**src/core/lcd_defines.svh**
```systemverilog
// Register map, field positions, reset values and counts for the LED channel dimming block
`ifndef LCD_DEFINES_SVH
`define LCD_DEFINES_SVH

// ==========================================================
// Register map
`define LCD_ADDR_SYNC       12'h000
`define LCD_ADDR_GLOBAL     12'h004
`define LCD_CH_BASE_IDX     4'h1
`define LCD_OFS_DUTY        2'h0
`define LCD_OFS_MODE        2'h1
`define LCD_OFS_STATUS      2'h2

// ==========================================================
// Field positions and widths
`define LCD_DUTY_W          13
`define LCD_SCALE_BASE      6
`define LCD_MODE_W          9
`define LCD_STAT_SHORT      0
`define LCD_STAT_OV         1
`define LCD_STAT_OPEN       2
`define LCD_STAT_W1C_W      3
`define LCD_STAT_GEN        3
`define LCD_STAT_GATE       4
`define LCD_STAT_RUN        5
`define LCD_GLB_STANDALONE  0
`define LCD_GLB_ALERT       1

// ==========================================================
// Reset values and counts
`define LCD_DUTY_RST        13'h0000
`define LCD_MODE_RST        9'h001
`define LCD_HICCUP_CYCLES   7168
`define LCD_NUM_CH          4

`endif

```
**src/core/lcd_pkg.sv**
```systemverilog
// Types shared by the LED channel dimming block
package lcd_pkg;

    // ==========================================================
    // Channel mode register
    typedef struct packed {
        logic       open_report_enable;
        logic       overvoltage_report_enable;
        logic       short_report_enable;
        logic       fault_latch_select;
        logic [2:0] scale;
        logic       bit_angle_select;
        logic       light_gen_enable;
    } lcd_mode_t;

    // ==========================================================
    // Sticky fault flags
    typedef struct packed {
        logic open_out;
        logic feedback_overvoltage_flag;
        logic short_out;
    } lcd_flags_t;

    // ==========================================================
    // Fault response state
    typedef enum logic [1:0] {
        LCD_RUN,
        LCD_COOL,
        LCD_LATCHED
    } lcd_fault_st_t;

endpackage

```
**src/core/lcd_dim_gen.sv**
```systemverilog
// Variable length dimming counter with pulse-width and bit-angle compare
`timescale 1ns/100ps
`include "lcd_defines.svh"
module lcd_dim_gen #(
    parameter int DW = `LCD_DUTY_W
) (
    input  wire logic          sys_clk,
    input  wire logic          resetn,
    input  wire logic          ce,
    input  wire logic          gen_enable,
    input  wire logic          ext_dim,
    input  wire logic          restart,
    input  wire logic [DW-1:0] duty_code,
    input  wire logic          bit_angle_select,
    input  wire logic [2:0]    scale,
    output logic               light_gen_out
);

    logic [DW-1:0] cnt_ff;
    logic [DW-1:0] active_ff;
    logic          en_prev_ff;
    logic [DW-1:0] mask;
    logic [DW-1:0] duty_m;
    logic          cmp_pwm;
    logic          cmp_bam;
    logic          load;

    // ==========================================================
    // Compare
    assign mask   = DW'((32'h1 << (`LCD_SCALE_BASE + 32'(scale))) - 32'h1);
    assign duty_m = active_ff & mask;
    assign cmp_pwm = duty_m > cnt_ff;

    always_comb begin
        cmp_bam = 1'b0;
        for (int i = 0; i < DW; i++) begin
            if (cnt_ff[i]) begin
                cmp_bam = duty_m[i];
            end
        end
    end

    // Counter zero has no set bit, so bit-angle output stays low there
    assign load = restart || (gen_enable && !en_prev_ff);

    // ==========================================================
    // Counter
    always_ff @(posedge sys_clk or negedge resetn) begin
        if (!resetn) begin
            cnt_ff     <= '0;
            active_ff  <= `LCD_DUTY_RST;
            en_prev_ff <= 1'b0;
        end else if (ce) begin
            en_prev_ff <= gen_enable;
            if (!gen_enable || !ext_dim) begin
                cnt_ff    <= '0;
                active_ff <= duty_code;
            end else if (load) begin
                cnt_ff    <= '0;
                active_ff <= duty_code;
            end else if (cnt_ff == mask) begin
                cnt_ff    <= '0;
                active_ff <= duty_code;
            end else begin
                cnt_ff <= cnt_ff + 1'b1;
            end
        end
    end

    always_ff @(posedge sys_clk or negedge resetn) begin
        if (!resetn) begin
            light_gen_out <= 1'b0;
        end else if (ce) begin
            if (load || !gen_enable || !ext_dim) begin
                light_gen_out <= 1'b0;
            end else begin
                light_gen_out <= bit_angle_select ? cmp_bam : cmp_pwm;
            end
        end
    end

endmodule // lcd_dim_gen

```
**src/core/lcd_fault.sv**
```systemverilog
// Per channel short, overvoltage and open flags, with hiccup or latch-off response to a short only
`timescale 1ns/100ps
`include "lcd_defines.svh"
module lcd_fault #(
    parameter int HICCUP_CYCLES = `LCD_HICCUP_CYCLES
) (
    input  wire logic                 sys_clk,
    input  wire logic                 resetn,
    input  wire logic                 ce,
    input  wire logic                 short_det,
    input  wire logic                 ov_det,
    input  wire logic                 open_det,
    input  wire logic                 softstart_done,
    input  wire logic                 fault_latch_select,
    input  wire lcd_pkg::lcd_flags_t  flag_clr,
    output lcd_pkg::lcd_flags_t       flags_ff,
    output logic                      run_ok,
    output logic                      softstart_restart_ff
);

    localparam int CW = $clog2(HICCUP_CYCLES + 1);

    lcd_pkg::lcd_fault_st_t st_ff;
    logic [CW-1:0]          cool_ff;
    logic                   short_hit;

    assign short_hit = (st_ff == lcd_pkg::LCD_RUN) && softstart_done && short_det;
    assign run_ok    = (st_ff == lcd_pkg::LCD_RUN);

    // ==========================================================
    // Sticky flags: a new event beats a clear in the same cycle
    always_ff @(posedge sys_clk or negedge resetn) begin
        if (!resetn) begin
            flags_ff <= '0;
        end else if (ce) begin
            flags_ff.short_out <= short_hit
                || (flags_ff.short_out && !flag_clr.short_out);
            flags_ff.feedback_overvoltage_flag <= ov_det
                || (flags_ff.feedback_overvoltage_flag
                    && !flag_clr.feedback_overvoltage_flag);
            flags_ff.open_out <= open_det
                || (flags_ff.open_out && !flag_clr.open_out);
        end
    end

    // ==========================================================
    // Response state
    always_ff @(posedge sys_clk or negedge resetn) begin
        if (!resetn) begin
            st_ff                <= lcd_pkg::LCD_RUN;
            cool_ff              <= '0;
            softstart_restart_ff <= 1'b0;
        end else if (ce) begin
            softstart_restart_ff <= 1'b0;
            unique case (st_ff)
                lcd_pkg::LCD_RUN: begin
                    if (short_hit) begin
                        cool_ff <= CW'(HICCUP_CYCLES - 1);
                        st_ff   <= fault_latch_select ? lcd_pkg::LCD_LATCHED
                                                      : lcd_pkg::LCD_COOL;
                    end
                end
                lcd_pkg::LCD_COOL: begin
                    if (cool_ff == '0) begin
                        st_ff                <= lcd_pkg::LCD_RUN;
                        softstart_restart_ff <= 1'b1;
                    end else begin
                        cool_ff <= cool_ff - 1'b1;
                    end
                end
                lcd_pkg::LCD_LATCHED: begin
                    if (!flags_ff.short_out || !fault_latch_select) begin
                        st_ff                <= lcd_pkg::LCD_RUN;
                        softstart_restart_ff <= 1'b1;
                    end
                end
                default: st_ff <= lcd_pkg::LCD_RUN;
            endcase
        end
    end

endmodule // lcd_fault

```
**src/core/lcd_top.sv**
```systemverilog
// LED channel dimming generators, fault flags and APB register file
//
// Local design decisions: the register addresses and the APB register port.
`timescale 1ns/100ps
`include "lcd_defines.svh"
module lcd_top #(
    parameter int NCH           = `LCD_NUM_CH,
    parameter int HICCUP_CYCLES = `LCD_HICCUP_CYCLES
) (
    input  wire logic           sys_clk,
    input  wire logic           resetn,
    input  wire logic           ce,
    // APB slave
    input  wire logic           psel,
    input  wire logic           penable,
    input  wire logic           pwrite,
    input  wire logic [11:0]    paddr,
    input  wire logic [31:0]    pwdata,
    output logic                pready,
    output logic [31:0]         prdata,
    output logic                pslverr,
    // Pins and comparators, all asynchronous to sys_clk
    input  wire logic           standalone_strap,
    input  wire logic [NCH-1:0] ext_dim,
    input  wire logic [NCH-1:0] fb_short_cmp,
    input  wire logic [NCH-1:0] feedback_overvoltage_cmp,
    input  wire logic [NCH-1:0] fb_open_cmp,
    input  wire logic [NCH-1:0] softstart_done,
    // Power stage controls
    output logic [NCH-1:0]      switch_enable,
    output logic [NCH-1:0]      output_disconnect_gate,
    output logic [NCH-1:0]      control_hold,
    output logic [NCH-1:0]      softstart_restart,
    output logic [NCH-1:0]      light_gen_out,
    output logic                alert
);

    localparam int NS = 5 * NCH + 1;

    // ==========================================================
    // Input synchronisers
    logic [NS-1:0] sync1_ff;
    logic [NS-1:0] sync2_ff;
    logic [NCH-1:0] ext_dim_s;
    logic [NCH-1:0] short_s;
    logic [NCH-1:0] ov_s;
    logic [NCH-1:0] open_s;
    logic [NCH-1:0] ss_done_s;
    logic           standalone_s;

    always_ff @(posedge sys_clk or negedge resetn) begin
        if (!resetn) begin
            sync1_ff <= '0;
            sync2_ff <= '0;
        end else if (ce) begin
            sync1_ff <= {standalone_strap, softstart_done, fb_open_cmp,
                         feedback_overvoltage_cmp, fb_short_cmp, ext_dim};
            sync2_ff <= sync1_ff;
        end
    end

    assign ext_dim_s    = sync2_ff[0 +: NCH];
    assign short_s      = sync2_ff[NCH +: NCH];
    assign ov_s         = sync2_ff[2*NCH +: NCH];
    assign open_s       = sync2_ff[3*NCH +: NCH];
    assign ss_done_s    = sync2_ff[4*NCH +: NCH];
    assign standalone_s = sync2_ff[NS-1];

    // ==========================================================
    // APB decode
    logic        rd_valid_ff;
    logic        wr_en;
    logic        hit_sync;
    logic        hit_global;
    logic [3:0]  blk;
    logic [1:0]  ofs;
    logic        blk_ok;
    logic        ofs_ok;
    logic        map_ok;
    logic [31:0] rd_mux;
    logic        sync_pulse_ff;

    assign pready     = psel && penable && rd_valid_ff && ce;
    assign wr_en      = pready && pwrite && map_ok;
    assign hit_sync   = (paddr == `LCD_ADDR_SYNC);
    assign hit_global = (paddr == `LCD_ADDR_GLOBAL);
    assign blk        = paddr[7:4];
    assign ofs        = paddr[3:2];
    assign blk_ok     = (paddr[11:8] == 4'h0) && (blk >= `LCD_CH_BASE_IDX)
                        && (32'(blk) < 32'(`LCD_CH_BASE_IDX) + 32'(NCH));
    assign ofs_ok     = (ofs != 2'h3) && (paddr[1:0] == 2'h0);
    assign map_ok     = hit_sync || hit_global || (blk_ok && ofs_ok);

    // ==========================================================
    // Channel registers and logic
    logic [`LCD_DUTY_W-1:0] duty_ff [NCH];
    lcd_pkg::lcd_mode_t     mode_ff [NCH];
    lcd_pkg::lcd_flags_t    flags   [NCH];
    lcd_pkg::lcd_flags_t    clr     [NCH];
    logic [NCH-1:0]         gen_raw;
    logic [NCH-1:0]         run_ok;
    logic [NCH-1:0]         ss_pulse;
    logic [NCH-1:0]         alert_ch;
    logic [NCH-1:0]         dim_on;

    genvar g;
    generate
        for (g = 0; g < NCH; g++) begin : g_ch
            logic sel;
            logic gen_active;
            logic latch_sel;

            assign sel = blk_ok && (32'(blk) == 32'(`LCD_CH_BASE_IDX) + 32'(g));

            always_ff @(posedge sys_clk or negedge resetn) begin
                if (!resetn) begin
                    duty_ff[g] <= `LCD_DUTY_RST;
                    mode_ff[g] <= `LCD_MODE_RST;
                end else if (ce && wr_en && sel) begin
                    if (ofs == `LCD_OFS_DUTY) begin
                        duty_ff[g] <= pwdata[`LCD_DUTY_W-1:0];
                    end
                    if (ofs == `LCD_OFS_MODE) begin
                        mode_ff[g] <= pwdata[`LCD_MODE_W-1:0];
                    end
                end
            end

            // The three sticky status flags, bits 0 to 2, clear on a written one
            assign clr[g] = (wr_en && sel && ofs == `LCD_OFS_STATUS)
                            ? pwdata[`LCD_STAT_W1C_W-1:0] : '0;

            // Standalone straps turn the generator off and never latch
            assign gen_active = mode_ff[g].light_gen_enable && !standalone_s;
            assign latch_sel  = mode_ff[g].fault_latch_select && !standalone_s;

            lcd_dim_gen #(
                .DW (`LCD_DUTY_W)
            ) u_gen (
                .sys_clk          (sys_clk),
                .resetn           (resetn),
                .ce               (ce),
                .gen_enable       (gen_active),
                .ext_dim          (ext_dim_s[g]),
                .restart          (sync_pulse_ff),
                .duty_code        (duty_ff[g]),
                .bit_angle_select (mode_ff[g].bit_angle_select),
                .scale            (mode_ff[g].scale),
                .light_gen_out    (gen_raw[g])
            );

            lcd_fault #(
                .HICCUP_CYCLES (HICCUP_CYCLES)
            ) u_fault (
                .sys_clk              (sys_clk),
                .resetn               (resetn),
                .ce                   (ce),
                .short_det            (short_s[g]),
                .ov_det               (ov_s[g]),
                .open_det             (open_s[g]),
                .softstart_done       (ss_done_s[g]),
                .fault_latch_select   (latch_sel),
                .flag_clr             (clr[g]),
                .flags_ff             (flags[g]),
                .run_ok               (run_ok[g]),
                .softstart_restart_ff (ss_pulse[g])
            );

            // Generator off leaves the external input in sole control
            assign dim_on[g] = ext_dim_s[g] && (gen_active ? gen_raw[g] : 1'b1);

            assign alert_ch[g] =
                (flags[g].short_out && mode_ff[g].short_report_enable)
                || (flags[g].feedback_overvoltage_flag
                    && mode_ff[g].overvoltage_report_enable)
                || (flags[g].open_out && mode_ff[g].open_report_enable);

            // Overvoltage uses the live comparator so switching resumes on its fall
            always_ff @(posedge sys_clk or negedge resetn) begin
                if (!resetn) begin
                    switch_enable[g]          <= 1'b0;
                    output_disconnect_gate[g] <= 1'b1;
                    control_hold[g]           <= 1'b1;
                end else if (ce) begin
                    switch_enable[g]          <= dim_on[g] && run_ok[g] && !ov_s[g];
                    output_disconnect_gate[g] <= !(dim_on[g] && run_ok[g] && !ov_s[g]);
                    control_hold[g]           <= !dim_on[g];
                end
            end
        end
    endgenerate

    assign light_gen_out     = gen_raw;
    assign softstart_restart = ss_pulse;

    always_ff @(posedge sys_clk or negedge resetn) begin
        if (!resetn) begin
            alert <= 1'b0;
        end else if (ce) begin
            alert <= |alert_ch;
        end
    end

    // ==========================================================
    // Broadcast synchronisation strobe
    always_ff @(posedge sys_clk or negedge resetn) begin
        if (!resetn) begin
            sync_pulse_ff <= 1'b0;
        end else if (ce) begin
            sync_pulse_ff <= wr_en && hit_sync;
        end
    end

    // ==========================================================
    // Read data, captured from flops one cycle before the answer
    always_comb begin
        rd_mux = 32'h0000_0000;
        if (hit_global) begin
            rd_mux[`LCD_GLB_STANDALONE] = standalone_s;
            rd_mux[`LCD_GLB_ALERT]      = alert;
        end
        for (int c = 0; c < NCH; c++) begin
            if (blk_ok && 32'(blk) == 32'(`LCD_CH_BASE_IDX) + 32'(c)) begin
                unique case (ofs)
                    `LCD_OFS_DUTY:   rd_mux[`LCD_DUTY_W-1:0] = duty_ff[c];
                    `LCD_OFS_MODE:   rd_mux[`LCD_MODE_W-1:0] = mode_ff[c];
                    `LCD_OFS_STATUS: begin
                        rd_mux[`LCD_STAT_W1C_W-1:0] = flags[c];
                        rd_mux[`LCD_STAT_GEN]       = gen_raw[c];
                        rd_mux[`LCD_STAT_GATE]      = output_disconnect_gate[c];
                        rd_mux[`LCD_STAT_RUN]       = run_ok[c];
                    end
                    default:         rd_mux = 32'h0000_0000;
                endcase
            end
        end
    end

    always_ff @(posedge sys_clk or negedge resetn) begin
        if (!resetn) begin
            rd_valid_ff <= 1'b0;
            prdata      <= 32'h0000_0000;
            pslverr     <= 1'b0;
        end else if (ce) begin
            if (pready) begin
                rd_valid_ff <= 1'b0;
            end else if (psel && !rd_valid_ff) begin
                rd_valid_ff <= 1'b1;
                prdata      <= pwrite ? 32'h0000_0000 : rd_mux;
                pslverr     <= !map_ok;
            end
        end
    end

endmodule // lcd_top

```
**config.mk**
```make
export PLATFORM = sky130hd
export DESIGN_NAME = lcd_top
export DESIGN_NICKNAME = d
export VERILOG_FILES = /design/src/core/lcd_pkg.sv /design/src/core/lcd_dim_gen.sv /design/src/core/lcd_fault.sv /design/src/core/lcd_top.sv
export VERILOG_INCLUDE_DIRS = /design/src /design/src/core
export SDC_FILE = /design/constraint.sdc
export NUM_CORES = 1
export LEC_CHECK = 0
export BUFFER_PORTS_ARGS = -buffer_cell sky130_fd_sc_hd__buf_2
export CORE_ASPECT_RATIO = 0.5
export CORE_UTILIZATION = 45
export CTS_BUF_LIST = sky130_fd_sc_hd__clkbuf_16
export DETAILED_ROUTE_END_ITERATION = 10
export GPL_TIMING_DRIVEN = 0
export PLACE_DENSITY = 0.65
export SLEW_MARGIN = 5
export SYNTH_ARGS = -nofsm -noshare
export SYNTH_HDL_FRONTEND = slang
export SYNTH_SLANG_ARGS = --single-unit
```
**constraint.sdc**
```tcl
create_clock -name sys_clk -period 11.45 [get_ports sys_clk]
set_input_delay 2.29 -clock sys_clk [delete_from_list [all_inputs] [get_ports sys_clk]]
set_output_delay 2.29 -clock sys_clk [all_outputs]
set_load 0.02 [all_outputs]
```
==> summary.txt <==
Outcome
  • Status: complete, no violations

STA
  • # setup viols final: 0
  • Max Clock Freq: 0.168 GHz
  • Final period demand of the worst path: 5.95 ns
  • RSZ-0062 raised after global routing: false
  • Final setup TNS: 0 ns
  • Relative slew margins: 0.153
  • Slew @ Worst Pin: 1.27 ns
  • Clock skew: 0.0195 ns
  • Slew Limit Fails: 0
  • Fin. Hold Viols: 0
  • Final period util: 0.520

Hold path
  • Hold Path Class: flip-flop to flip-flop
  • Hold path depth: 2

Run
  • Max-cap violations: 0

Synth
  • Async set or reset register ratio after synthesis: 1.00
  • Ys flop type: dfrtp_1
  • Adder-cell share of the synthesized area: 0.0654
  • Largest family of logic cells by synthesized area: simple AND/OR/NAND/NOR gates
  • Synth area leader: dfrtp_1
  • Most frequent cell after synthesis: dfrtp_1
  • Cell count after synthesis: a little under 2000
  • Synth top area share: 0.421
  • Synth cell types: 88
  • Mean Syn Cell Area: 10.1 sq um
  • Xor and xnor area share after synthesis: 0.0392
  • Seq cells post-synth: 347
  • Top cells by area, synth: dfrtp_1 (42%), mux2_2 (9.7%), ha_1 (6.5%)
  • Post-synthesis mux area share: 0.111
  • Simple-gate share of the synthesized area: 0.165
  • Number of synthesized flops with an enable pin: 0
  • Sequential fraction of the synthesis area: 0.437
  • YS warnings: 0
  • Synth top cells by count: dfrtp_1 (335), mux2_2 (171), nand2_1 (166)
  • Syn Std Cell Area: around 20000 sq um
  • Synth Area in Compound Gates: 0.135

Pwr
  • Overall power: approximately 2.9 mW
  • VDD IR-drop max: 0.0811 mV
  • Pwr Density: 130 nW/um^2
  • Leakage: 9.85 nW

Clock tree
  • Clock transition at path regs: 0.06 ns
  • CTS tree: yes
  • Clock tree buffer depth: 3
  • CTS root buffer: clkbuf_16
  • Post-CTS resize count: 0
  • CTS Sinks: ~350
  • CTS Buf Count: 35
  • Worst-Skew Late Latency: around 0.54 ns
  • Cts hold-fix bufs: 0
  • Setup bufs post-CTS: 0
  • H-tree Lvls: 2

GRT
  • GRT Residual Overflow: 0
  • Vias in the first global route: 15000
  • GRT Util Overall: 0.251
  • First-pass GRT wire length: 87300 microns
  • Initial antenna violation count: 1
  • Pin count of the biggest net entering global routing: 116

Floorplan
  • IO Pins: 126
  • Total Die Area: 45100 sq um
  • Die height: 151 microns
  • Die Width: 299 microns
  • Initial core utilization: 0.457
  • CORE AREA: 43600 sq um
  • Core Rows: 54

Worst setup path
  • Worst Setup End Kind: output port
  • Crit Path Category: input port to output port
  • CP max FO: 8
  • Worst Path Required: 9.16 ns
  • Worst Path Arrival: 3.66 ns
  • Cells on worst reg2reg path: 15
  • Worst Setup Start Kind: input port

Placed design
  • IO Port Bufs: 84
  • Gpl congestion: 0.957
  • Placed insts: 2659
  • DPL Wire Length: 41200 microns

Route
  • Wirelength, routed: 56300 microns
  • Iteration-0 DRC Markers: 1453
  • Wire per inst: ~21 microns
  • Pre-antenna DRT Iters: 6
  • Vias per cell: 5.77
  • Vias: 15700
  • DRC: 0
  • Detail Route Antenna Nets: 0

Final layout
  • FF+latch area: 8700 sq um
  • Share of cells above drive strength 1: 0.185
  • Post-Layout Cell Count: between 2000 and 3000
  • FILL cells: 3980
  • Final net count: roughly 2300
  • Multi-input logic area: 10300 sq um
  • Final antenna diode count: 0
  • Area grow syn2layout: 12.3%
-- metal layers --
layer	up-vias	share of wire	GRT usage
li1	7345	-	-
met3	116	0.054	0.0381
met5	-	0	0
met4	0	0.033	0.0875
met1	7819	0.47	0.360
met2	423	0.44	0.385
-- cell families (layout without fill, tap and decap cells) --
kind of cell             count (synthesis)  count (layout)
AND/OR/NAND/NOR                        629             629
adder cells (fa/ha/maj)                104             104
flip-flops                             347             347
XOR/XNOR                                89              89
buffers and inverters                  210             360
AO/OA/AOI/OAI                          391             391
multiplexers                           195             195
other                                    1              19
-- worst paths after layout --
check,start,end,slack [ns]
hold / removal,g_ch[2].u_fault.cool_ff[12]$_DFFE_PN0P_,g_ch[2].u_fault.cool_ff[12]$_DFFE_PN0P_,0.48
min in group asynchronous,resetn,g_ch[1].u_fault.cool_ff[5]$_DFFE_PN0P_,1.55
setup reg to reg,mode_ff[21]$_DFFE_PN0P_,g_ch[1].u_gen.light_gen_out$_DFFE_PN0P_,6.37
max in group asynchronous,resetn,duty_ff[8]$_DFFE_PN0P_,8.55
hold reg to reg,g_ch[2].u_fault.cool_ff[12]$_DFFE_PN0P_,g_ch[2].u_fault.cool_ff[12]$_DFFE_PN0P_,0.48
setup / recovery,ce,pready,5.50
-- area by class of cell --
cell class | count | share of cell area
Inverter | 99 | 0.0166
Buffer | 111 | 0.0248
Sequential cell | 347 | 0.389
Multi-Input combinational cell | 1427 | 0.463
Clock buffer | 37 | 0.0414
Clock inverter | 26 | 0.00924
Timing Repair Buffer | 87 | 0.0230
Tap cell | 588 | 0.0329
-- worst max-delay path, stage by stage --
cell and delay (ns):
clkbuf_1 0.77, and4_1 0.39, buf_2 0.19
-- through the flow --
stage               setup slack (ns)  utilization  hold slack (ns)  instance area, sq um
finish                          5.50        0.513            0.484                 22300
global route                    5.48        0.513            0.511                 22300
CTS                             5.51        0.513            0.491                 22300
detailed placement              5.20        0.487            0.476                 21200
global placement                1.24        0.485            0.459                 21100
floorplan                       6.31            -            0.443                 20000
-- power by group --
part	switching [mW]	internal, mW	total, mW
sequential	0.0622	1.30	1.36
combinational	0.254	0.127	0.380
clock	0.512	0.655	1.17
-- registers in the layout, indices dropped and copies added, names as in the netlist --
name	cells
g_ch.u_fault.flags_ff	12
sync1_ff	21
sync_pulse_ff	1
pslverr	1
alert	1
g_ch.u_gen.cnt_ff	52
prdata	13
g_ch.u_gen.active_ff	52
g_ch.u_fault.softstart_restart_ff	4
g_ch.u_fault.cool_ff	52
g_ch.u_gen.en_prev_ff	4
rd_valid_ff	1
g_ch.u_fault.st_ff	8
sync2_ff	21
control_hold	4
g_ch.u_gen.light_gen_out	4
mode_ff	36
duty_ff	52
switch_enable	4
output_disconnect_gate	4
-- placed cells by master, fill, tap and decap left out, types with 31 or more instances in the layout --
cell,synthesis,layout
a21oi_1,77,77
buf_2,14,97
clkbuf_1,57,57
clkbuf_16,0,37
dfrtp_1,335,335
ha_1,104,104
inv_1,98,105
mux2_2,171,171
nand2_1,166,166
nand3_1,59,59
nand4_1,31,31
nor2_1,121,121
nor2b_1,40,40
nor3_1,40,40
o21ai_0,87,87
xnor2_1,74,74
No activity file was read; power rests on OpenSTA's default activity.
